### src/sgs_pkg.sv
package sgs_pkg;

    // **************************************************
    // Register map, byte addresses on APB
    // **************************************************
    localparam logic [7:0] SGS_OFF_CTRL   = 8'h00;  // Force enable, used groups
    localparam logic [7:0] SGS_OFF_FORCE  = 8'h04;  // Forced group selector
    localparam logic [7:0] SGS_OFF_REMOTE = 8'h08;  // Remote change request
    localparam logic [7:0] SGS_OFF_LOCAL  = 8'h0c;  // Local panel change request
    localparam logic [7:0] SGS_OFF_STATUS = 8'h10;  // Active group, enabled mask, failures

    // **************************************************
    // Field positions
    // **************************************************
    localparam int SGS_CTRL_FORCE_BIT = 0;   // force_override_enable
    localparam int SGS_CTRL_USED_LSB  = 4;   // Used-groups code, 3 bits
    localparam int SGS_ST_ACT_LSB     = 0;   // Active group code, 4 bits
    localparam int SGS_ST_EN_LSB      = 8;   // Enabled group mask, 8 bits
    localparam int SGS_ST_FAIL_LSB    = 16;  // Sticky failures, 3 bits

    // **************************************************
    // Widths and reset values
    // **************************************************
    localparam int         SGS_NGRP        = 8;
    localparam logic [3:0] SGS_GRP_NONE    = 4'h0;  // Selector value "no group"
    localparam logic [3:0] SGS_GRP_ONE     = 4'h1;  // group_one code
    localparam logic [2:0] SGS_USED_RST    = 3'h0;  // group_one only
    localparam logic [7:0] SGS_MASK_ONE    = 8'h01;
    localparam logic [2:0] SGS_FAIL_NC     = 3'h1;  // Group not enabled
    localparam logic [2:0] SGS_FAIL_FORCE  = 3'h2;  // Forcing not enabled
    localparam logic [2:0] SGS_FAIL_LOWPRI = 3'h4;  // Blocked by held level

    // **************************************************
    // Bus carriers
    // **************************************************
    typedef struct packed {
        logic        psel;
        logic        penable;
        logic        pwrite;
        logic [7:0]  paddr;
        logic [31:0] pwdata;
    } sgs_apb_req_t;

    typedef struct packed {
        logic        pready;
        logic        pslverr;
        logic [31:0] prdata;
    } sgs_apb_rsp_t;

endpackage : sgs_pkg

### src/sgs_selector.sv
// What this block does
// - Force accepted only if enabled group, forcing on
// - Forcing lets link or panel pick groups
// - Held levels retake control once forcing released
// - Active group readable, group one after reset
// - Forced selector: zero none, one..eight groups
// - Forced selection acts as latching pulse
// - Last forced group stays until new activation
// - Force enable resets off, overrides automatic control
// - Used-groups code enables groups one..code+1
// - Newly enabled group loads default parameters
// - Remote request refused below held higher level
// - Eight inputs, fixed priority, group one highest
// - Held level blocks all lower-priority requests
// - Held group eight level blocks nothing
// - Pulsed group stays until next activation; any held level takes it back next edge
// - Only group one by default, logic idle
// - Request for disabled group rejected and flagged
`timescale 1ns/1ps
`default_nettype none

module sgs_selector
    import sgs_pkg::*;
(
    // Clock and reset
    input  wire logic         clock_i,
    input  wire logic         sys_rst_i,
    // APB slave
    input  wire sgs_apb_req_t apb_req_i,
    output var  sgs_apb_rsp_t apb_rsp_o,
    // Group activation inputs, bit 0 is group_one
    input  wire logic [7:0]   grp_act_i,
    // Selection results
    output logic [3:0]        active_grp_o,
    output logic [7:0]        active_onehot_o,
    output logic [7:0]        grp_enabled_o,
    output logic [7:0]        defaults_load_o,
    output logic              req_fail_o,
    output logic              force_active_o
);

    // **************************************************
    // Helper functions
    // **************************************************

    // Group code 1..8 to one-hot; zero or out of range gives none
    function automatic logic [7:0] code_to_oh(input logic [3:0] code);
        logic [7:0] oh;
        oh = 8'h00;
        if (code != SGS_GRP_NONE && code <= 4'h8) begin
            oh = 8'h01 << (code - 4'h1);
        end
        return oh;
    endfunction : code_to_oh

    // Highest-priority (lowest index) set bit as a group code
    function automatic logic [3:0] pick_first(input logic [7:0] mask);
        logic [3:0] code;
        code = SGS_GRP_NONE;
        for (int i = SGS_NGRP - 1; i >= 0; i--) begin
            if (mask[i]) begin
                code = 4'(i + 1);
            end
        end
        return code;
    endfunction : pick_first

    // Used-groups code to enabled mask, group_one always on
    function automatic logic [7:0] used_to_mask(input logic [2:0] used);
        logic [7:0] m;
        m = 8'h00;
        for (int i = 0; i < SGS_NGRP; i++) begin
            if (3'(i) <= used) begin
                m[i] = 1'b1;
            end
        end
        return m;
    endfunction : used_to_mask

    // **************************************************
    // State
    // **************************************************
    logic [7:0]   act_prev_r;           // Inputs one cycle ago
    logic [3:0]   active_r;             // Active group code
    logic [3:0]   active_nxt;
    logic         force_en_r;           // force_override_enable
    logic [2:0]   used_r;               // Used-groups code
    logic [3:0]   force_sel_r;          // Last forced selector value
    logic [3:0]   remote_r;             // Last remote request value
    logic [3:0]   local_r;              // Last local panel request value
    logic [2:0]   fail_r;               // Sticky failure causes
    logic [7:0]   en_prev_r;            // Enabled mask one cycle ago
    logic [7:0]   defload_r;            // Default-load pulses
    logic         fail_pulse_r;         // One-cycle failure pulse
    sgs_apb_rsp_t rsp_r;                // Registered APB answer

    // **************************************************
    // APB decode
    // **************************************************
    // Transfers finish in the access phase, so every write lands on
    // the same edge that ends the bus transfer
    wire logic       setup_ph   = apb_req_i.psel & ~apb_req_i.penable;
    wire logic       xfer_done  = apb_req_i.psel & apb_req_i.penable & rsp_r.pready;
    wire logic       wr_fire    = xfer_done & apb_req_i.pwrite;
    wire logic [7:0] addr       = apb_req_i.paddr;
    wire logic [3:0] wcode      = apb_req_i.pwdata[3:0];
    wire logic       hit_ctrl   = (addr == SGS_OFF_CTRL);
    wire logic       hit_force  = (addr == SGS_OFF_FORCE);
    wire logic       hit_remote = (addr == SGS_OFF_REMOTE);
    wire logic       hit_local  = (addr == SGS_OFF_LOCAL);
    wire logic       hit_status = (addr == SGS_OFF_STATUS);
    wire logic       addr_ok    = hit_ctrl | hit_force | hit_remote | hit_local | hit_status;

    // Write strobes per register
    wire logic wr_ctrl   = wr_fire & hit_ctrl;
    wire logic wr_force  = wr_fire & hit_force;
    wire logic wr_remote = wr_fire & hit_remote;
    wire logic wr_local  = wr_fire & hit_local;
    wire logic wr_status = wr_fire & hit_status;

    // **************************************************
    // Input classification
    // **************************************************
    // A level seen on two edges in a row counts as held (static);
    // a rising edge counts as a pulse activation.
    wire logic [7:0] en_mask  = used_to_mask(used_r);
    wire logic [7:0] in_edge  = grp_act_i & ~act_prev_r;
    wire logic [7:0] held     = grp_act_i & act_prev_r & en_mask;
    wire logic       idle     = (en_mask == SGS_MASK_ONE);
    // Limitation: a held level re-requests on every edge, so a group
    // picked by a pulse or a request above a held group stays only
    // until the next edge, when the held group takes the selection back

    // Blocked when any higher-priority group is held; group eight's
    // level sits above nothing, so it never blocks anyone
    wire logic [7:0] blocked;
    for (genvar g = 0; g < SGS_NGRP; g++) begin : g_block
        if (g == 0) begin : g_top
            assign blocked[g] = 1'b0;
        end else begin : g_rest
            assign blocked[g] = |held[g-1:0];
        end
    end

    // **************************************************
    // Request vectors
    // **************************************************
    // Code zero or above eight gives an empty request vector
    wire logic [7:0] force_oh  = wr_force  ? code_to_oh(wcode) : 8'h00;
    wire logic [7:0] remote_oh = wr_remote ? code_to_oh(wcode) : 8'h00;
    wire logic [7:0] local_oh  = wr_local  ? code_to_oh(wcode) : 8'h00;

    // While forcing, link and panel requests are forced selections
    wire logic [7:0] frc_req   = force_oh | remote_oh | local_oh;
    wire logic [7:0] frc_ok    = frc_req & en_mask;

    // Automatic path: input pulses, held levels, remote request
    wire logic [7:0] rem_ok    = remote_oh & en_mask & ~blocked;
    wire logic [7:0] auto_req  = ((in_edge | held) & en_mask) | rem_ok;
    wire logic [7:0] auto_pick = auto_req & ~blocked;

    // Chosen group, highest priority among same-cycle requests
    wire logic [3:0] pick_frc  = pick_first(frc_ok);
    wire logic [3:0] pick_auto = pick_first(auto_pick);

    // **************************************************
    // Failure causes
    // **************************************************
    // Not-configured: any request naming a disabled group
    wire logic f_nc  = |((in_edge | frc_req) & ~en_mask);
    // Force refused: forcing selector or panel used with forcing off
    wire logic f_frc = ~force_en_r & (|(force_oh | local_oh));
    // Lower priority: pulse or remote request under a held level
    wire logic f_lp  = ~force_en_r & (|((in_edge | remote_oh) & en_mask & blocked));
    wire logic [2:0] fail_set = (f_nc ? SGS_FAIL_NC : 3'h0)
                              | (f_frc ? SGS_FAIL_FORCE : 3'h0)
                              | (f_lp ? SGS_FAIL_LOWPRI : 3'h0);

    // **************************************************
    // Next active group
    // **************************************************
    // Order: idle, then forcing, then automatic requests, then the
    // fall-back when the active group is no longer enabled
    always_comb begin
        active_nxt = active_r;
        if (idle) begin
            // Selection logic idle with only group_one in use
            active_nxt = SGS_GRP_ONE;
        end else if (force_en_r) begin
            // Forced selection latches; automatic path ignored
            if (pick_frc != SGS_GRP_NONE) begin
                active_nxt = pick_frc;
            end
        end else if (pick_auto != SGS_GRP_NONE) begin
            // Held levels retake control as soon as forcing drops
            active_nxt = pick_auto;
        end else if ((code_to_oh(active_r) & en_mask) == 8'h00) begin
            // Active group was disabled: fall back to group_one
            active_nxt = SGS_GRP_ONE;
        end
    end

    // **************************************************
    // Read data mux
    // **************************************************
    logic [31:0] rd_data;
    always_comb begin
        rd_data = 32'h0;
        if (hit_ctrl) begin
            rd_data[SGS_CTRL_FORCE_BIT]         = force_en_r;
            rd_data[SGS_CTRL_USED_LSB +: 3]     = used_r;
        end else if (hit_force) begin
            rd_data[3:0] = force_sel_r;
        end else if (hit_remote) begin
            rd_data[3:0] = remote_r;
        end else if (hit_local) begin
            rd_data[3:0] = local_r;
        end else if (hit_status) begin
            rd_data[SGS_ST_ACT_LSB +: 4]  = active_r;
            rd_data[SGS_ST_EN_LSB +: 8]   = en_mask;
            rd_data[SGS_ST_FAIL_LSB +: 3] = fail_r;
        end
    end

    // **************************************************
    // APB answer: zero wait states, ready in the access phase
    // **************************************************
    always_ff @(posedge clock_i) begin
        if (sys_rst_i) begin
            rsp_r <= '0;
        end else begin
            rsp_r.pready  <= setup_ph;
            // Only unmapped offsets fail; mapped writes always complete
            rsp_r.pslverr <= setup_ph & ~addr_ok;
            rsp_r.prdata  <= setup_ph ? rd_data : 32'h0;
        end
    end

    // **************************************************
    // Settings registers
    // **************************************************
    always_ff @(posedge clock_i) begin
        if (sys_rst_i) begin
            force_en_r <= 1'b0;
            used_r     <= SGS_USED_RST;
        end else if (wr_ctrl) begin
            // Write bits outside the two fields are ignored
            // Stays set until software writes it back to zero
            force_en_r <= apb_req_i.pwdata[SGS_CTRL_FORCE_BIT];
            used_r     <= apb_req_i.pwdata[SGS_CTRL_USED_LSB +: 3];
        end
    end

    // Selector values kept for read-back, out-of-range codes dropped
    always_ff @(posedge clock_i) begin
        if (sys_rst_i) begin
            force_sel_r <= SGS_GRP_NONE;
            remote_r    <= SGS_GRP_NONE;
            local_r     <= SGS_GRP_NONE;
        end else begin
            if (wr_force && wcode <= 4'h8) begin
                force_sel_r <= wcode;
            end
            if (wr_remote && wcode <= 4'h8) begin
                remote_r <= wcode;
            end
            if (wr_local && wcode <= 4'h8) begin
                local_r <= wcode;
            end
        end
    end

    // **************************************************
    // Active group and input history
    // **************************************************
    always_ff @(posedge clock_i) begin
        if (sys_rst_i) begin
            active_r   <= SGS_GRP_ONE;
            act_prev_r <= 8'h00;
        end else begin
            active_r   <= active_nxt;
            act_prev_r <= grp_act_i;
        end
    end

    // **************************************************
    // Failure flags: set wins over a same-cycle clear
    // **************************************************
    // Failure pulse rises on the edge that saw any cause
    wire logic [2:0] fail_clr = wr_status ? apb_req_i.pwdata[SGS_ST_FAIL_LSB +: 3] : 3'h0;

    always_ff @(posedge clock_i) begin
        if (sys_rst_i) begin
            fail_r       <= 3'h0;
            fail_pulse_r <= 1'b0;
        end else begin
            fail_r       <= (fail_r & ~fail_clr) | fail_set;
            fail_pulse_r <= |fail_set;
        end
    end

    // **************************************************
    // Default-parameter load on newly enabled groups
    // **************************************************
    // One pulse per group on its 0->1 enable transition; the
    // parameter store outside does the actual loading.
    always_ff @(posedge clock_i) begin
        if (sys_rst_i) begin
            en_prev_r <= SGS_MASK_ONE;
            defload_r <= 8'h00;
        end else begin
            en_prev_r <= en_mask;
            defload_r <= en_mask & ~en_prev_r;
        end
    end

    // **************************************************
    // Outputs, all from flip-flops
    // **************************************************
    // One-hot view follows the next value so it lines up with active_r
    logic [7:0] active_oh_r;       // One-hot copy of the active group
    logic [7:0] grp_en_r;          // Enabled mask as seen outside
    always_ff @(posedge clock_i) begin
        if (sys_rst_i) begin
            active_oh_r <= SGS_MASK_ONE;
            grp_en_r    <= SGS_MASK_ONE;
        end else begin
            active_oh_r <= code_to_oh(active_nxt);
            grp_en_r    <= en_mask;
        end
    end

    assign apb_rsp_o       = rsp_r;
    assign active_grp_o    = active_r;
    assign active_onehot_o = active_oh_r;
    assign grp_enabled_o   = grp_en_r;
    assign defaults_load_o = defload_r;
    assign req_fail_o      = fail_pulse_r;
    assign force_active_o  = force_en_r;

endmodule : sgs_selector

`default_nettype wire

### config.mk
export PLATFORM = sky130hd
export DESIGN_NAME = sgs_selector
export DESIGN_NICKNAME = d
export VERILOG_FILES = /design/src/sgs_pkg.sv /design/src/sgs_selector.sv
export SDC_FILE = /design/constraint.sdc
export NUM_CORES = 1
export LEC_CHECK = 0
export CORE_UTILIZATION = 55
export DETAILED_ROUTE_END_ITERATION = 12
export DONT_BUFFER_PORTS = 1
export PLACE_DENSITY = 0.73
export SYNTH_ARGS = -nofsm -noshare
export SYNTH_HDL_FRONTEND = slang
export SYNTH_SLANG_ARGS = --single-unit
### constraint.sdc
create_clock -name clock_i -period 6.6 [get_ports clock_i]
set_clock_uncertainty 0.1 [all_clocks]
set_input_delay 1.32 -clock clock_i [delete_from_list [all_inputs] [get_ports clock_i]]
set_output_delay 1.32 -clock clock_i [all_outputs]
set_load 0.02 [all_outputs]
[After elaboration in Yosys (flattened, before gate mapping)]
Index checks and enable logic that the tools add are counted.
Storage, ports and cells
  bits in latches: 0
  input port bits: 53
  memory bits (writable): 0
  memories: 0
  register bits: 90
  memory bits (read-only): 0
Operators by class
  shift operators: 3
  order comparisons: 11
  add/sub/neg operators: 3
  divide/modulo/power cells: 0
  reductions and logical operators: 28
  mux-type cells: 47
  eq/ne operators: 5
  bitwise gates (word level): 52
  multipliers: 0
Operator list (number)
  8-bit AND: 13
  4-bit 2-to-1 mux: 25
  8-bit 2-to-1 mux: 8
  8-bit OR: 7
  8-bit inverter: 4
  8-bit OR reduction: 3
  1-bit by 4-bit << shifter with 8-bit output (first input constant): 3
  4-bit nonzero test: 5
  8-bit by 4-bit equality test with 1-bit output (second input constant): 2
  8-bit zero test: 2
  7-bit OR reduction: 2
  1-bit AND: 12
  3-bit <= comparator (first input constant): 4
  4-bit <= comparator (second input constant): 3
  3-bit OR reduction: 4
  4-bit by 1-bit subtractor with 4-bit output (second input constant): 3
  1-bit 2-to-1 mux: 11
  8-bit by 1-bit equality test with 1-bit output (second input constant): 1
  8-bit by 3-bit equality test with 1-bit output (second input constant): 1
  8-bit by 5-bit equality test with 1-bit output (second input constant): 1
  1-bit inverter: 7
  1-bit by 3-bit <= comparator with 1-bit output (first input constant): 2
  2-bit by 3-bit <= comparator with 1-bit output (first input constant): 2
  1-bit logical AND: 6
  12 further kinds: 18

[Depth between registers and ports, before layout]
  depth in word-level cells: 31
  depth in mapped cells: 10
  depth with buffers taken out: 8

[Worst setup path before layout]
No wires, ideal clock.
  kind: input -> register
  start: in apb_req_i[35] in the netlist's numbering
  end: reg active_oh_r[7] (netlist: active_onehot_o[7])
  stages: 8
  buffers on the path: 1
  arrival: 3.297 ns
  required time: 6.413 ns
  path slack: 3.116 ns
  path through: clkbuf_1 nor2_1 nor4_4 and3_1 a211oi_1 a2111oi_2 a31o_4 nor4b_2
On the way
  cells in the longest elaborated chain, start to end: 23
Ends and longest elaborated chain
  from (decl): line sgs_selector.sv:29  | input wire sgs_apb_req_t apb_req_i,
  8-bit by 4-bit equality test with 1-bit output: line sgs_selector.sv:109  | wire logic hit_remote = (addr == SGS_OFF_REMOTE);
  1-bit AND: line sgs_selector.sv:117  | wire logic wr_remote = wr_fire & hit_remote;
  8-bit 2-to-1 mux: line sgs_selector.sv:150  | wire logic [7:0] remote_oh = wr_remote ? code_to_oh(wcode) : 8'h00;
  8-bit AND (2 in series): line sgs_selector.sv:158  | wire logic [7:0] rem_ok = remote_oh & en_mask & ~blocked;
  8-bit OR: line sgs_selector.sv:159  | wire logic [7:0] auto_req = ((in_edge | held) & en_mask) | rem_ok;
  8-bit AND: line sgs_selector.sv:160  | wire logic [7:0] auto_pick = auto_req & ~blocked;
  4-bit 2-to-1 mux (8 in series): line sgs_selector.sv:61  | if (mask[i]) begin
  4-bit nonzero test: line sgs_selector.sv:194  | end else if (pick_auto != SGS_GRP_NONE) begin
  4-bit 2-to-1 mux: line sgs_selector.sv:194
  4-bit 2-to-1 mux *: line sgs_selector.sv:189  | end else if (force_en_r) begin
  4-bit 2-to-1 mux *: line sgs_selector.sv:186  | if (idle) begin
  4-bit <= comparator or 4-bit nonzero test (tied branches): line sgs_selector.sv:50  | if (code != SGS_GRP_NONE && code <= 4'h8) begin
  1-bit logical AND: line sgs_selector.sv:50
  1-bit inverter (no source line)
  2-bit OR reduction (no source line)
  to (signal assigned): line sgs_selector.sv:328  | active_oh_r <= code_to_oh(active_nxt);
  to (decl): line sgs_selector.sv:321  | logic [7:0] active_oh_r;
Mark *: on every way between the ends. The rest lies on a longest branch, timed or not.
A chain may end at the register's enable or synchronous reset.

[Final worst setup path]
  start: in apb_req_i[36] in the netlist's numbering
  end: reg active_oh_r[6] (netlist: active_onehot_o[6])
Same word-level chain as after synthesis.

==> results.yml <==
sta:
  layout_min_cycle_time_ns: 3.753
  setup_viol: 0
  finalSetupTns_ns: 0
  fin_crit_sh: 0.5687
  drv_slew: 0
  hold_violations: 0
  relSlewSlack: 0.3546
  tightest_slew_ns: 0.9668
  clock.fmax_ghz: 0.2664
  whs_ns: 0.3514
  rsz0062_at_grt: "false"
synthesis:
  synth_cell_type_count: 74
  post_synth_and_or_nand_nor_area_fraction: 0.2941
  synth-xor-area-share: 0
  yosysTopAreaCell: "dfxtp_1"
  synthCells: 451
  ys_async_sr_fraction: 0
  yosys.area_share.adder: 0
  synth_ff_type: "dfxtp_1"
  yosysWarnings: 0
  ys_ff_latch: 76
  avgSynthCellArea_um2: 8.367
  synth-compound-area-share: 0.2152
  synth_commonest_cells: "dfxtp_1, nor2_1, nand2_1"
  synth_top_family_by_area: "simple AND/OR/NAND/NOR gates"
  synth_seq_area_share: 0.4032
  yosysMostFrequentCell: "dfxtp_1"
  synth-edff-count: 0
  synth_area_leaders: "dfxtp_1, nor2_1, nand2_1"
  syn_area_um2: 3774
  synth.mux.area_fraction: 0.01724
  yosysTopAreaCellShare: 0.4032
worst_setup_path:
  worst-setup-path-type: "in -> reg"
  end_kind: "flip-flop"
  cp.arrival_ns: 3.90
  critPathMaxFanout: 12
  reg2reg_slack_ns: 3.22
  cp-start-kind: "primary input"
  crit_required_ns: 6.74
floorplan:
  initial_core_util: 0.5810
  row_count: 29
  die_h_um: 84.83
  dieArea_um2: 7196
  die_w_um: 84.83
  core-area_um2: 6495
  ios: 117
pwr:
  clockPowerShare: 0.381
  power_switching_mw: 0.1969
  switching_share: 0.2412
  p_per_area_nw_per_um2: 210.4
  p_seq_frac: 0.573
  peakVddDrop_mv: 0.1272
  intPower_mw: 0.6195
  combPwrFrac: 0.046
  leakage_nw: 1.425
placement:
  io_buffers: 0
  dp_hpwl_um: 6884
  placed_cells: 503
  place.gp.congestion: 0.8834
  placed_cell_area_um2: 3714
global_route:
  grt_pass1_vias: 3019
  grt-ovfl-total: 0
  grt_use_total: 0.2787
  grt_max_degree: 41
  antenna_found_initial: 0
  grt_pass1_wl_um: 15700
hold_path:
  holdCritPathClass: "reg -> reg"
layout:
  seqCellArea_um2: 1521
  final_nets: 490
  antenna_cells: 0
  multiInputGateArea_um2: 2043
  nFillCells: 573
  areaGrowthSynthToFinish_pct: 2.851
  final_layout_size_suffix_gt1_frac: 0.08844
  stdcell_area_um2: 3881
  finalNonFillerCells: 518
clock_network:
  clock_path_buffers: 2
  clk_pin_slew_ns: 0.08
  worstSkewPairLatency_ns: 0.35
  cts_root_buf: "clkbuf_8"
  cts_hold_buf: 0
  cts_tree: "done"
  post_cts_buffers: 0
  cts.sinks: 76
  cts_buffers: 9
  htree_levels: 3
  ctsResizeCount: 0
detailed_routing:
  wire_per_inst_um: 18.62
  detail_route.wirelength_um: 9647
  viasPerCell: 6.419
  drc: 5
  firstDrtPassIters: 10
  antenna_left: 0
  drt_iter0_markers: 378
  vias: 3325
outcome:
  status: "complete, but fails checks"
  violations: "DRC"
job:
  max_cap_violations: 0
## cell families after synthesis
logic type | Yosys count
simple gates | 203
other cells | 2
buf+inv | 52
compound gates | 112
mux | 6
flops | 76
## metal layers
metal	vias up	global-route usage	part of all wire
met5	-	0	0
met4	0	0.1125	0.026
met3	25	0.07101	0.084
met2	156	0.4479	0.47
met1	1567	0.3591	0.42
li1	1577	-	-
## power by group through the flow
stage                     combinational, mW  clock (mW)  sequential (mW)
after floorplan                      0.0457           0            0.477
after global placement               0.0366           0            0.478
after detailed placement             0.0370           0            0.478
after CTS                            0.0372       0.316            0.468
after global routing                 0.0418       0.337            0.468
final                                0.0379       0.311            0.467
## flip-flops by register name, summed over array words and instances, names as in the netlist
name and cells:
used_r 3, force_active_o 1, act_prev_r 8, force_sel_r 4
req_fail_o 1, defaults_load_o 8, grp_enabled_o 8, remote_r 4
local_r 4, active_grp_o 4, active_onehot_o 8, fail_r 3
apb_rsp_o 20
## through the flow
stage	utilization	total power, mW	setup WS (ns)
finish	0.5976	0.8164	2.847
global route	0.5976	0.8470	2.674
CTS	0.5976	0.8209	2.890
detailed placement	0.5718	0.5153	2.556
global placement	0.5718	0.5148	2.684
floorplan	-	0.5232	3.116
## worst paths after layout
check / end / startpoint / depth (start not counted)
worst max register to register: active_onehot_o[6]$_SDFF_PP0_ / used_r[2]$_SDFFE_PP0P_ / 8
worst max-delay path: active_onehot_o[6]$_SDFF_PP0_ / apb_req_i[36] / 8
worst min-delay path: fail_r[1]$_SDFF_PP0_ / fail_r[1]$_SDFF_PP0_ / 2
worst min register to register: fail_r[1]$_SDFF_PP0_ / fail_r[1]$_SDFF_PP0_ / 2
## worst max-delay path, cell delays in order
cell	delay [ns]
nor4_1	0.39
and4_1	0.60
a21oi_1	0.20
a21o_1	0.23
a211o_1	0.26
a211oi_2	0.44
nand2_1	0.24
nor3_1	0.22
## placed cells by master, fill, tap and decap left out, drive strengths merged, types with 3 or more instances in the layout
master	Yosys	layout
a211oi	6	6
nand2b	4	4
o21ai	16	16
nand4	8	8
and2	9	9
conb	2	15
or2	6	6
o221ai	4	4
clkinv	1	4
o21bai	3	3
or3	4	4
a32oi	3	3
nor4b	4	4
nor3b	3	3
o22ai	4	4
nor4	3	3
nor3	20	20
mux2	4	4
nor2	44	44
a21o	3	3
nor2b	18	18
o211ai	3	3
a31o	3	3
a21oi	29	29
nand3	19	19
a31oi	7	7
o31ai	3	3
clkbuf	15	11
and3	10	10
dfxtp	76	76
and4	3	3
nand2	39	39
a21boi	3	3
inv	13	13
a22oi	6	6
## final cells by class
type,count,area share
tap,77,0.02482
multi-input combinational,336,0.5264
clock inverter,4,0.006770
clock buffer,11,0.03643
inverter,14,0.01354
sequential,76,0.3920
No activity file was read; power rests on OpenSTA's default activity.
